==> config.mk <==
export PLATFORM = sky130hd
export DESIGN_NAME = adr_readout
export DESIGN_NICKNAME = d
export VERILOG_FILES = /design/src/common/adr_pkg.sv /design/src/common/adr_peak_if.sv /design/src/design/adr_readout.sv /design/src/design/adr_peak.sv
export VERILOG_INCLUDE_DIRS = /design/src /design/src/common
export SDC_FILE = /design/constraint.sdc
export NUM_CORES = 1
export LEC_CHECK = 0
export ABC_AREA = 1
export BUFFER_PORTS_ARGS = -buffer_cell sky130_fd_sc_hd__buf_4
export CAP_MARGIN = 30
export CELL_PAD_IN_SITES_DETAIL_PLACEMENT = 1
export CELL_PAD_IN_SITES_GLOBAL_PLACEMENT = 2
export CORE_MARGIN = 2
export CORE_UTILIZATION = 34
export DETAILED_ROUTE_END_ITERATION = 8
export MAX_ROUTING_LAYER = met4
export PLACE_DENSITY_LB_ADDON = 0.1
export RECOVER_POWER = 25
export SYNTH_ARGS = -nofsm -noshare
export SYNTH_HDL_FRONTEND = slang
export SYNTH_HIERARCHICAL = 1
export SYNTH_SLANG_ARGS = --single-unit
==> constraint.sdc <==
create_clock -name clk -period 4.4 [get_ports clk]
set_input_delay 0.66 -clock clk [delete_from_list [all_inputs] [get_ports clk]]
set_output_delay 0.66 -clock clk [all_outputs]
set_load 0.03 [all_outputs]
==> src/common/adr_params.svh <==
// constants of the accelerometer result readout block
// assumes nothing; included by the package and by the design files
`ifndef ADR_PARAMS_SVH
`define ADR_PARAMS_SVH

// ****************************************
// register offsets
// ****************************************
`define ADR_OFF_ACT      8'h05
`define ADR_OFF_CNT_H    8'h06
`define ADR_OFF_CNT_L    8'h07
`define ADR_OFF_X_H      8'h08
`define ADR_OFF_X_L      8'h09
`define ADR_OFF_Y_H      8'h0a
`define ADR_OFF_Y_L      8'h0b
`define ADR_OFF_Z_H      8'h0c
`define ADR_OFF_Z_L      8'h0d
`define ADR_OFF_XPK_H    8'h15
`define ADR_OFF_XPK_L    8'h16
`define ADR_OFF_YPK_H    8'h17
`define ADR_OFF_YPK_L    8'h18
`define ADR_OFF_ZPK_H    8'h19
`define ADR_OFF_ZPK_L    8'h1a

// ****************************************
// field layout and reset values
// ****************************************
`define ADR_BIT_SECOND   6
`define ADR_BIT_MOTION   5
`define ADR_BIT_STILL    4
`define ADR_SAMPLE_W     12
`define ADR_COUNT_W      10
`define ADR_COUNT_MAX    10'h200
`define ADR_AXES         3
`define ADR_RST_BYTE     8'h00

`endif

==> src/common/adr_pkg.sv <==
// types of the accelerometer result readout block
// assumes the constants header is on the include path
`include "adr_params.svh"

package adr_pkg;

    typedef logic signed [`ADR_SAMPLE_W-1:0] adr_sample_t;
    typedef logic [`ADR_COUNT_W-1:0]         adr_count_t;

    // ****************************************
    // peak tracker state
    // ****************************************
    typedef struct packed {
        adr_sample_t peak;
        logic        valid;
    } adr_peak_st_t;

    // ****************************************
    // readout state
    // ****************************************
    typedef struct packed {
        logic [7:0]                   rd_data;
        logic                         rd_valid;
        adr_sample_t [`ADR_AXES-1:0]  res;
        logic [3:0]                   y_low_hold;
        logic [2:0]                   flags;
        adr_count_t                   count;
        logic [`ADR_AXES-1:0][3:0]    pk_low_hold;
        logic [`ADR_AXES-1:0]         pk_armed;
    } adr_top_st_t;

endpackage

==> src/common/adr_peak_if.sv <==
// link between the readout and one per-axis peak tracker
// assumes the package is compiled first
`timescale 1ns/1ps

interface adr_peak_if;
    import adr_pkg::*;
    logic        sample_valid;
    adr_sample_t sample;
    logic        restart;
    adr_sample_t peak;

    modport tracker (input sample_valid, input sample, input restart, output peak);
    modport owner   (output sample_valid, output sample, output restart, input peak);
endinterface

==> src/design/adr_readout.sv <==
// result and status readout of a three-axis accelerometer
// assumes a register read port, samples synchronous to clk, one clock
`timescale 1ns/1ps
`include "adr_params.svh"

module adr_readout #(
    parameter int SAMPLE_W = `ADR_SAMPLE_W,
    parameter int COUNT_W  = `ADR_COUNT_W
) (
    // clock and reset
    input  wire logic                 clk,
    input  wire logic                 nrst,
    // measurement side
    input  wire logic                 smp_valid,
    input  wire adr_pkg::adr_sample_t smp_x,
    input  wire adr_pkg::adr_sample_t smp_y,
    input  wire adr_pkg::adr_sample_t smp_z,
    input  wire logic                 second_motion_flag,
    input  wire logic                 motion_flag,
    input  wire logic                 stillness_flag,
    input  wire adr_pkg::adr_count_t  fifo_level,
    // register read port
    input  wire logic                 rd_en,
    input  wire logic [7:0]           rd_addr,
    output logic [7:0]                rd_data_q,
    output logic                      rd_valid_q
);
    import adr_pkg::*;

    // ****************************************
    // elaboration checks
    // ****************************************
    if (SAMPLE_W != `ADR_SAMPLE_W) begin : g_chk_sample
        $error("sample width must be 12");
    end
    if (COUNT_W != `ADR_COUNT_W) begin : g_chk_count
        $error("count width must be 10");
    end

    adr_top_st_t q;
    adr_top_st_t d;
    adr_sample_t pk_w [`ADR_AXES];

    // ****************************************
    // address decode
    // ****************************************
    function automatic logic pk_hit_h(input logic [7:0] a, input int ax);
        pk_hit_h = (a == 8'(`ADR_OFF_XPK_H + 2 * ax));
    endfunction

    function automatic logic pk_hit_l(input logic [7:0] a, input int ax);
        pk_hit_l = (a == 8'(`ADR_OFF_XPK_H + 2 * ax + 1));
    endfunction

    function automatic logic [7:0] low_byte(input logic [3:0] nib);
        low_byte = {nib, 4'h0};
    endfunction

    // ****************************************
    // peak trackers
    // ****************************************
    genvar ax;
    for (ax = 0; ax < `ADR_AXES; ax++) begin : g_axis
        adr_peak_if u_if ();
        assign u_if.sample_valid = smp_valid;
        assign u_if.sample       = (ax == 0) ? smp_x : ((ax == 1) ? smp_y : smp_z);
        assign u_if.restart      = rd_en && (pk_hit_h(rd_addr, ax) || pk_hit_l(rd_addr, ax));
        assign pk_w[ax]          = u_if.peak;

        adr_peak u_peak (
            .clk  (clk),
            .nrst (nrst),
            .pk   (u_if.tracker)
        );

        property p_peak_high_map;
            @(posedge clk) disable iff (!nrst)
            rd_en && pk_hit_h(rd_addr, ax) |=> rd_data_q == $past(pk_w[ax][11:4]);
        endproperty
        a_peak_high_map: assert property (p_peak_high_map) else $error("peak high wrong");

        property p_peak_low_map;
            @(posedge clk) disable iff (!nrst)
            rd_en && pk_hit_l(rd_addr, ax)
            |=> rd_data_q[3:0] == 4'h0
                && rd_data_q[7:4] == ($past(q.pk_armed[ax]) ? $past(q.pk_low_hold[ax])
                                                             : $past(pk_w[ax][3:0]));
        endproperty
        a_peak_low_map: assert property (p_peak_low_map) else $error("peak low wrong");

        property p_pair_snapshot;
            @(posedge clk) disable iff (!nrst)
            rd_en && pk_hit_h(rd_addr, ax) ##1 rd_en && pk_hit_l(rd_addr, ax)
            |=> rd_data_q[7:4] == $past(pk_w[ax][3:0], 2);
        endproperty
        a_pair_snapshot: assert property (p_pair_snapshot) else $error("pair split");
    end

    // ****************************************
    // next state
    // ****************************************
    always_comb begin
        d          = q;
        d.rd_valid = rd_en;
        d.flags    = {second_motion_flag, motion_flag, stillness_flag};
        d.count    = (fifo_level > `ADR_COUNT_MAX) ? `ADR_COUNT_MAX : fifo_level;
        if (smp_valid) begin
            d.res[0] = smp_x;
            d.res[1] = smp_y;
            d.res[2] = smp_z;
        end
        if (rd_en) begin
            case (rd_addr)
                `ADR_OFF_ACT: begin
                    d.rd_data = {1'b0, q.flags, 4'h0};
                end
                `ADR_OFF_CNT_H: begin
                    d.rd_data = {6'h00, q.count[9:8]};
                end
                `ADR_OFF_CNT_L: begin
                    d.rd_data = q.count[7:0];
                end
                `ADR_OFF_X_H: begin
                    d.rd_data = q.res[0][11:4];
                end
                `ADR_OFF_X_L: begin
                    d.rd_data = low_byte(q.res[0][3:0]);
                end
                `ADR_OFF_Y_H: begin
                    d.rd_data    = q.res[1][11:4];
                    d.y_low_hold = q.res[1][3:0];
                end
                `ADR_OFF_Y_L: begin
                    d.rd_data = low_byte(q.y_low_hold);
                end
                `ADR_OFF_Z_H: begin
                    d.rd_data = q.res[2][11:4];
                end
                `ADR_OFF_Z_L: begin
                    d.rd_data = low_byte(q.res[2][3:0]);
                end
                default: begin
                    d.rd_data = `ADR_RST_BYTE;
                end
            endcase
            for (int a = 0; a < `ADR_AXES; a++) begin
                if (pk_hit_h(rd_addr, a)) begin
                    d.rd_data        = pk_w[a][11:4];
                    d.pk_low_hold[a] = pk_w[a][3:0];
                    d.pk_armed[a]    = 1'b1;
                end
                if (pk_hit_l(rd_addr, a)) begin
                    d.rd_data     = low_byte(q.pk_armed[a] ? q.pk_low_hold[a] : pk_w[a][3:0]);
                    d.pk_armed[a] = 1'b0;
                end
            end
        end
    end

    always_ff @(posedge clk) begin
        if (!nrst) begin
            q <= '0;
        end else begin
            q <= d;
        end
    end

    assign rd_data_q  = q.rd_data;
    assign rd_valid_q = q.rd_valid;

    // ****************************************
    // checks
    // ****************************************
    property p_answer_next;
        @(posedge clk) disable iff (!nrst)
        rd_en |=> rd_valid_q ##1 (rd_valid_q == $past(rd_en));
    endproperty
    a_answer_next: assert property (p_answer_next) else $error("no answer after read");

    property p_flags_map;
        @(posedge clk) disable iff (!nrst)
        rd_en && rd_addr == `ADR_OFF_ACT
        |=> rd_data_q[7] == 1'b0 && rd_data_q[3:0] == 4'h0
            && rd_data_q[`ADR_BIT_SECOND] == $past(q.flags[2])
            && rd_data_q[`ADR_BIT_MOTION] == $past(q.flags[1])
            && rd_data_q[`ADR_BIT_STILL] == $past(q.flags[0]);
    endproperty
    a_flags_map: assert property (p_flags_map) else $error("activity flags wrong");

    property p_flag_follows;
        @(posedge clk) disable iff (!nrst)
        motion_flag ##1 (rd_en && rd_addr == `ADR_OFF_ACT) |=> rd_data_q[`ADR_BIT_MOTION];
    endproperty
    a_flag_follows: assert property (p_flag_follows) else $error("activity flag lost");

    property p_count_range;
        @(posedge clk) disable iff (!nrst)
        ##1 q.count <= `ADR_COUNT_MAX;
    endproperty
    a_count_range: assert property (p_count_range) else $error("count above 512");

    property p_count_full;
        @(posedge clk) disable iff (!nrst)
        fifo_level == `ADR_COUNT_MAX ##1 (rd_en && rd_addr == `ADR_OFF_CNT_H)
        |=> rd_data_q == 8'h02;
    endproperty
    a_count_full: assert property (p_count_full) else $error("full count wrong");

    property p_count_split;
        @(posedge clk) disable iff (!nrst)
        rd_en && (rd_addr == `ADR_OFF_CNT_H || rd_addr == `ADR_OFF_CNT_L)
        |=> rd_data_q == (($past(rd_addr) == `ADR_OFF_CNT_H) ? {6'h00, $past(q.count[9:8])}
                                                            : $past(q.count[7:0]));
    endproperty
    a_count_split: assert property (p_count_split) else $error("count split wrong");

    property p_result_high;
        @(posedge clk) disable iff (!nrst)
        smp_valid ##1 (rd_en && rd_addr == `ADR_OFF_X_H) |=> rd_data_q == $past(smp_x[11:4], 2);
    endproperty
    a_result_high: assert property (p_result_high) else $error("x high wrong");

    property p_result_low;
        @(posedge clk) disable iff (!nrst)
        rd_en && (rd_addr == `ADR_OFF_X_L || rd_addr == `ADR_OFF_Y_L || rd_addr == `ADR_OFF_Z_L)
        |=> rd_data_q[3:0] == 4'h0;
    endproperty
    a_result_low: assert property (p_result_low) else $error("low nibble not zero");

    property p_y_snapshot;
        @(posedge clk) disable iff (!nrst)
        (rd_en && rd_addr == `ADR_OFF_Y_H) ##1 (rd_en && rd_addr == `ADR_OFF_Y_L)
        |=> rd_data_q[7:4] == $past(q.res[1][3:0], 2);
    endproperty
    a_y_snapshot: assert property (p_y_snapshot) else $error("y low not latched");

    property p_unmapped;
        @(posedge clk) disable iff (!nrst)
        rd_en && rd_addr > `ADR_OFF_ZPK_L |=> rd_data_q == `ADR_RST_BYTE;
    endproperty
    a_unmapped: assert property (p_unmapped) else $error("unmapped read not zero");

endmodule // adr_readout

==> src/design/adr_peak.sv <==
// per-axis highest magnitude tracker
// assumes one clock, synchronous active low reset
`timescale 1ns/1ps
`include "adr_params.svh"

module adr_peak (
    // clock and reset
    input  wire logic clk,
    input  wire logic nrst,
    // link to the readout
    adr_peak_if.tracker pk
);
    import adr_pkg::*;

    adr_peak_st_t q;
    adr_peak_st_t d;

    function automatic logic [`ADR_SAMPLE_W-1:0] mag(input adr_sample_t v);
        mag = v[`ADR_SAMPLE_W-1] ? (~v + 1'b1) : v;
    endfunction

    // ****************************************
    // tracking
    // ****************************************
    always_comb begin
        d = q;
        if (pk.restart) begin
            d.valid = 1'b0;
            d.peak  = '0;
        end
        if (pk.sample_valid && (!d.valid || (mag(pk.sample) > mag(d.peak)))) begin
            d.valid = 1'b1;
            d.peak  = pk.sample;
        end
    end

    always_ff @(posedge clk) begin
        if (!nrst) begin
            q <= '0;
        end else begin
            q <= d;
        end
    end

    assign pk.peak = q.peak;

    // ****************************************
    // checks
    // ****************************************
    property p_restart_clears;
        @(posedge clk) disable iff (!nrst)
        pk.restart && !pk.sample_valid |=> q.peak == '0 && !q.valid;
    endproperty
    a_restart_clears: assert property (p_restart_clears) else $error("peak not restarted");

    property p_restart_then_load;
        @(posedge clk) disable iff (!nrst)
        pk.restart && pk.sample_valid |=> q.valid && q.peak == $past(pk.sample);
    endproperty
    a_restart_then_load: assert property (p_restart_then_load) else $error("first sample lost");

    property p_keep_larger;
        @(posedge clk) disable iff (!nrst)
        pk.sample_valid && !pk.restart && q.valid && (mag(pk.sample) <= mag(q.peak))
        |=> q.peak == $past(q.peak);
    endproperty
    a_keep_larger: assert property (p_keep_larger) else $error("peak overwritten");

    property p_take_larger;
        @(posedge clk) disable iff (!nrst)
        pk.sample_valid && !pk.restart && (mag(pk.sample) > mag(q.peak))
        |=> q.peak == $past(pk.sample);
    endproperty
    a_take_larger: assert property (p_take_larger) else $error("larger sample missed");

endmodule // adr_peak

==> impl_metrics.ini <==
[finish]
drive_above_1_share_pct = 17.2
antennaDiodeCount = 0
nets = 1421
area_growth_pct = 14.3
finalNonFillerCells = 1655

[die]
die_area_mm2 = 0.0262
ios = 70
initial_utilization_pct = 34.7
fp.dieW_um = 162
num_rows = 57
die_y_um = 162
core_region_area_mm2 = 0.0244

[place]
dp_hpwl_um = 22000
gp_congestion = 0.835
dp_cells = 1623
numPortBuffers = 69

[sta]
max_freq_mhz = 251
worst_slew_pin_slew_ns = 1.82
fin_skew_ns = 0.0106
rsz0062_at_grt = no
max-slew-margin-rel_pct = -21.2
finalSetupViolCount = 0
finalHoldViolations = 0
min_period_ns = 3.98
fin_crit_sh_pct = 90.5
finalMaxSlewViolations = 87

[pwr]
finalPower_mw = 3.59
p_leak_nw = 4.76
power_density_mw_per_mm2 = 371
peakVddDrop_mv = 0.245

[synthesis]
synth.avg_cell_area_um2 = 6.58
ys_seq_area_share_pct = 27.4
ys_types = 41
ys_seq_elements = 116
syn_inst = 1287
netlist.top_cell.by_area = dfxtp_1
synth_edf_count = 0
synth-main-ff-cell = dfxtp_1
yosys_warnings = 6
synth_nets = 1390
async_flop_share_pct = 0
synth_top_area_share_pct = 27.4
syn_area_mm2 = 0.00847
synth_area_leaders = dfxtp_1 27%, nand2_1 11%, inv_1 8.0%

[grt]
overflow = 0
grt_util_all_layers_pct = 22.4
grt_max_degree = 87
antenna_found_initial = 0
grt_pass1_vias = 8135
grt_pass1_wl_um = 44500

[detailed_routing]
first_iter_violations = 397
first_pass_iters = 4
wirelength_um = 27900
drc = 0
vias_per_cell = 4.82
ant_nets = 0
wl_per_cell_um = 16.9
vias = 7982

[critical_path]
critical_path_class = in2reg
worstPathRequired_ns = 4.71
cp-start-kind = input port
arrival_ns = 4.29
crit_fanout = 24
cpMostUsedCell = nand2_1
crit_family = simple AND/OR/NAND/NOR gates
end_kind = flip-flop
cp_slowest_cell = ha_1
timing.critical_path.buf_inv = 6
cp_slowest_stage_delay_ns = 0.28

[clock_network]
cts_sinks = 116
cts_buffer_depth = 2
clk_pin_slew_ns = 0.06
htree_levels = 4
numCtsBuffers = 17
ctsRootBufferMaster = clkbuf_16
cts_tree = built
cts_hold_buffers = 0
worstSkewPairLatency_ns = 0.42

[outcome]
status = complete, but fails checks
violations = max-capacitance violations, max-slew violations

[min_path]
hp-class = in2reg

[job]
drv_cap = 1
-- layout make-up --
cell class / instances / area [um2]
Sequential cell: 116 / 2320
Timing Repair Buffer: 96 / 752
Fill cell: 3211 / 14700
Inverter: 191 / 724
Multi-Input combinational cell: 896 / 4850
Clock buffer: 21 / 460
Clock inverter: 11 / 175
Tap cell: 324 / 405
-- cell usage in the layout, fill, tap and decap left out, types with 14 or more instances in the layout --
cell,instances
nand2_1,244
inv_1,180
nor2_1,166
dfxtp_1,116
nand3_1,100
buf_4,87
a21oi_1,83
o21ai_0,76
ha_1,42
xor2_1,30
nand2_2,25
clkbuf_16,17
nand3_2,16
nand2_4,14
nor3_1,14
-- layer usage --
| layer | GRT usage, % | up-vias | part of all wire [%] |
|---|---|---|---|
| met3 | 3.37 | 12 | 3.1 |
| met5 | - | - | 0 |
| met4 | 3.66 | 0 | 0.77 |
| li1 | - | 4117 | - |
| met2 | 37.6 | 83 | 49 |
| met1 | 29.1 | 3770 | 48 |
-- cells by family (layout without fill, tap and decap cells) --
logic type	after synthesis	in the layout	share of synthesized area, %
AND/OR/NAND/NOR	617	617	34.7
flip-flops	116	116	27.4
AO/OA/AOI/OAI	206	206	13.5
adder cells (fa/ha/maj)	42	42	6.20
XOR/XNOR	30	30	3.10
buffers and inverters	275	319	15.0
multiplexers	1	1	0.118
-- repair_timing --
action	CTS	global route
gates resized for setup	0	1
buffers inserted	0	0
endpoints found under the setup margin	0	3
-- metrics by stage --
stage | cell area (um2) | hold slack (ns) | util [%] | TNS (ns) | setup slack, ns
CTS | 9740 | 0.410 | 39.9 | 0 | 0.331
global route | 9690 | 0.423 | 39.7 | 0 | 0.0224
global placement | 9050 | 0.440 | 37.1 | -0.0335 | -0.0127
floorplan | 8470 | 0.425 | - | 0 | 0.616
finish | 9690 | 0.423 | 39.7 | 0 | 0.419
detailed placement | 9100 | 0.446 | 37.3 | -0.836 | -0.0877
-- cell usage after synthesis (5+ instances only) --
library cell / instances
clkbuf_1: 25
buf_4: 44
a31oi_1: 6
nand2_1: 244
xor2_1: 30
o21ai_1: 9
nor2_1: 162
nor2_4: 11
buf_2: 6
nand3_1: 100
a21oi_1: 83
inv_2: 8
nor2_2: 11
nand4_1: 9
o31ai_1: 5
dfxtp_1: 116
nand3_2: 16
nand2_2: 25
o21ai_0: 76
nor3_1: 13
a21oi_2: 10
ha_1: 42
inv_1: 180
nand2_4: 15
buf_6: 8
-- worst paths after layout --
path / startpoint / endpoint / slack [ns] / depth (start not counted)
worst min register to register: q[10] / q[10] / 0.45 / 2
worst max-delay path: rd_addr[7] / g_axis[2].u_peak/pk.peak[11] / 0.42 / 30
worst max register to register: g_axis[2].u_peak/pk.peak[0] / g_axis[2].u_peak/pk.peak[11] / 1.38 / 22
worst min-delay path: second_motion_flag / q[27] / 0.42 / 3
-- sequential cells by signal (all words and copies together) (netlist names) --
name,count
rd_valid_q,1
g_axis.u_peak/pk.peak,36
rd_data_q,8
q,68
g_axis.u_peak/q,3
-- worst register-to-register path, stage by stage (launching register included) --
cell and delay [ns]:
dfxtp_1 0.36, inv_1 0.05, nor2_1 0.30, inv_1 0.08, ha_1 0.23, nand3_2 0.10
nor2_2 0.05, nand3_2 0.07, nand2_1 0.07, o21ai_0 0.25, inv_1 0.10, ha_1 0.28
nand2_1 0.04, inv_1 0.06, nand2_2 0.07, nor2_4 0.12, nand2_1 0.07, nand3_2 0.06
nand2_2 0.09, nand2_8 0.16, nand3_1 0.12, nand2_1 0.08, nor2_1 0.06
-- report_power, final --
group / internal [mW] / switching, mW
Sequential: 1.12 / 0.0626
Combinational: 0.328 / 0.565
Clock: 0.981 / 0.534
Total: 2.43 / 1.16
Power figures use the tool's default switching activity.
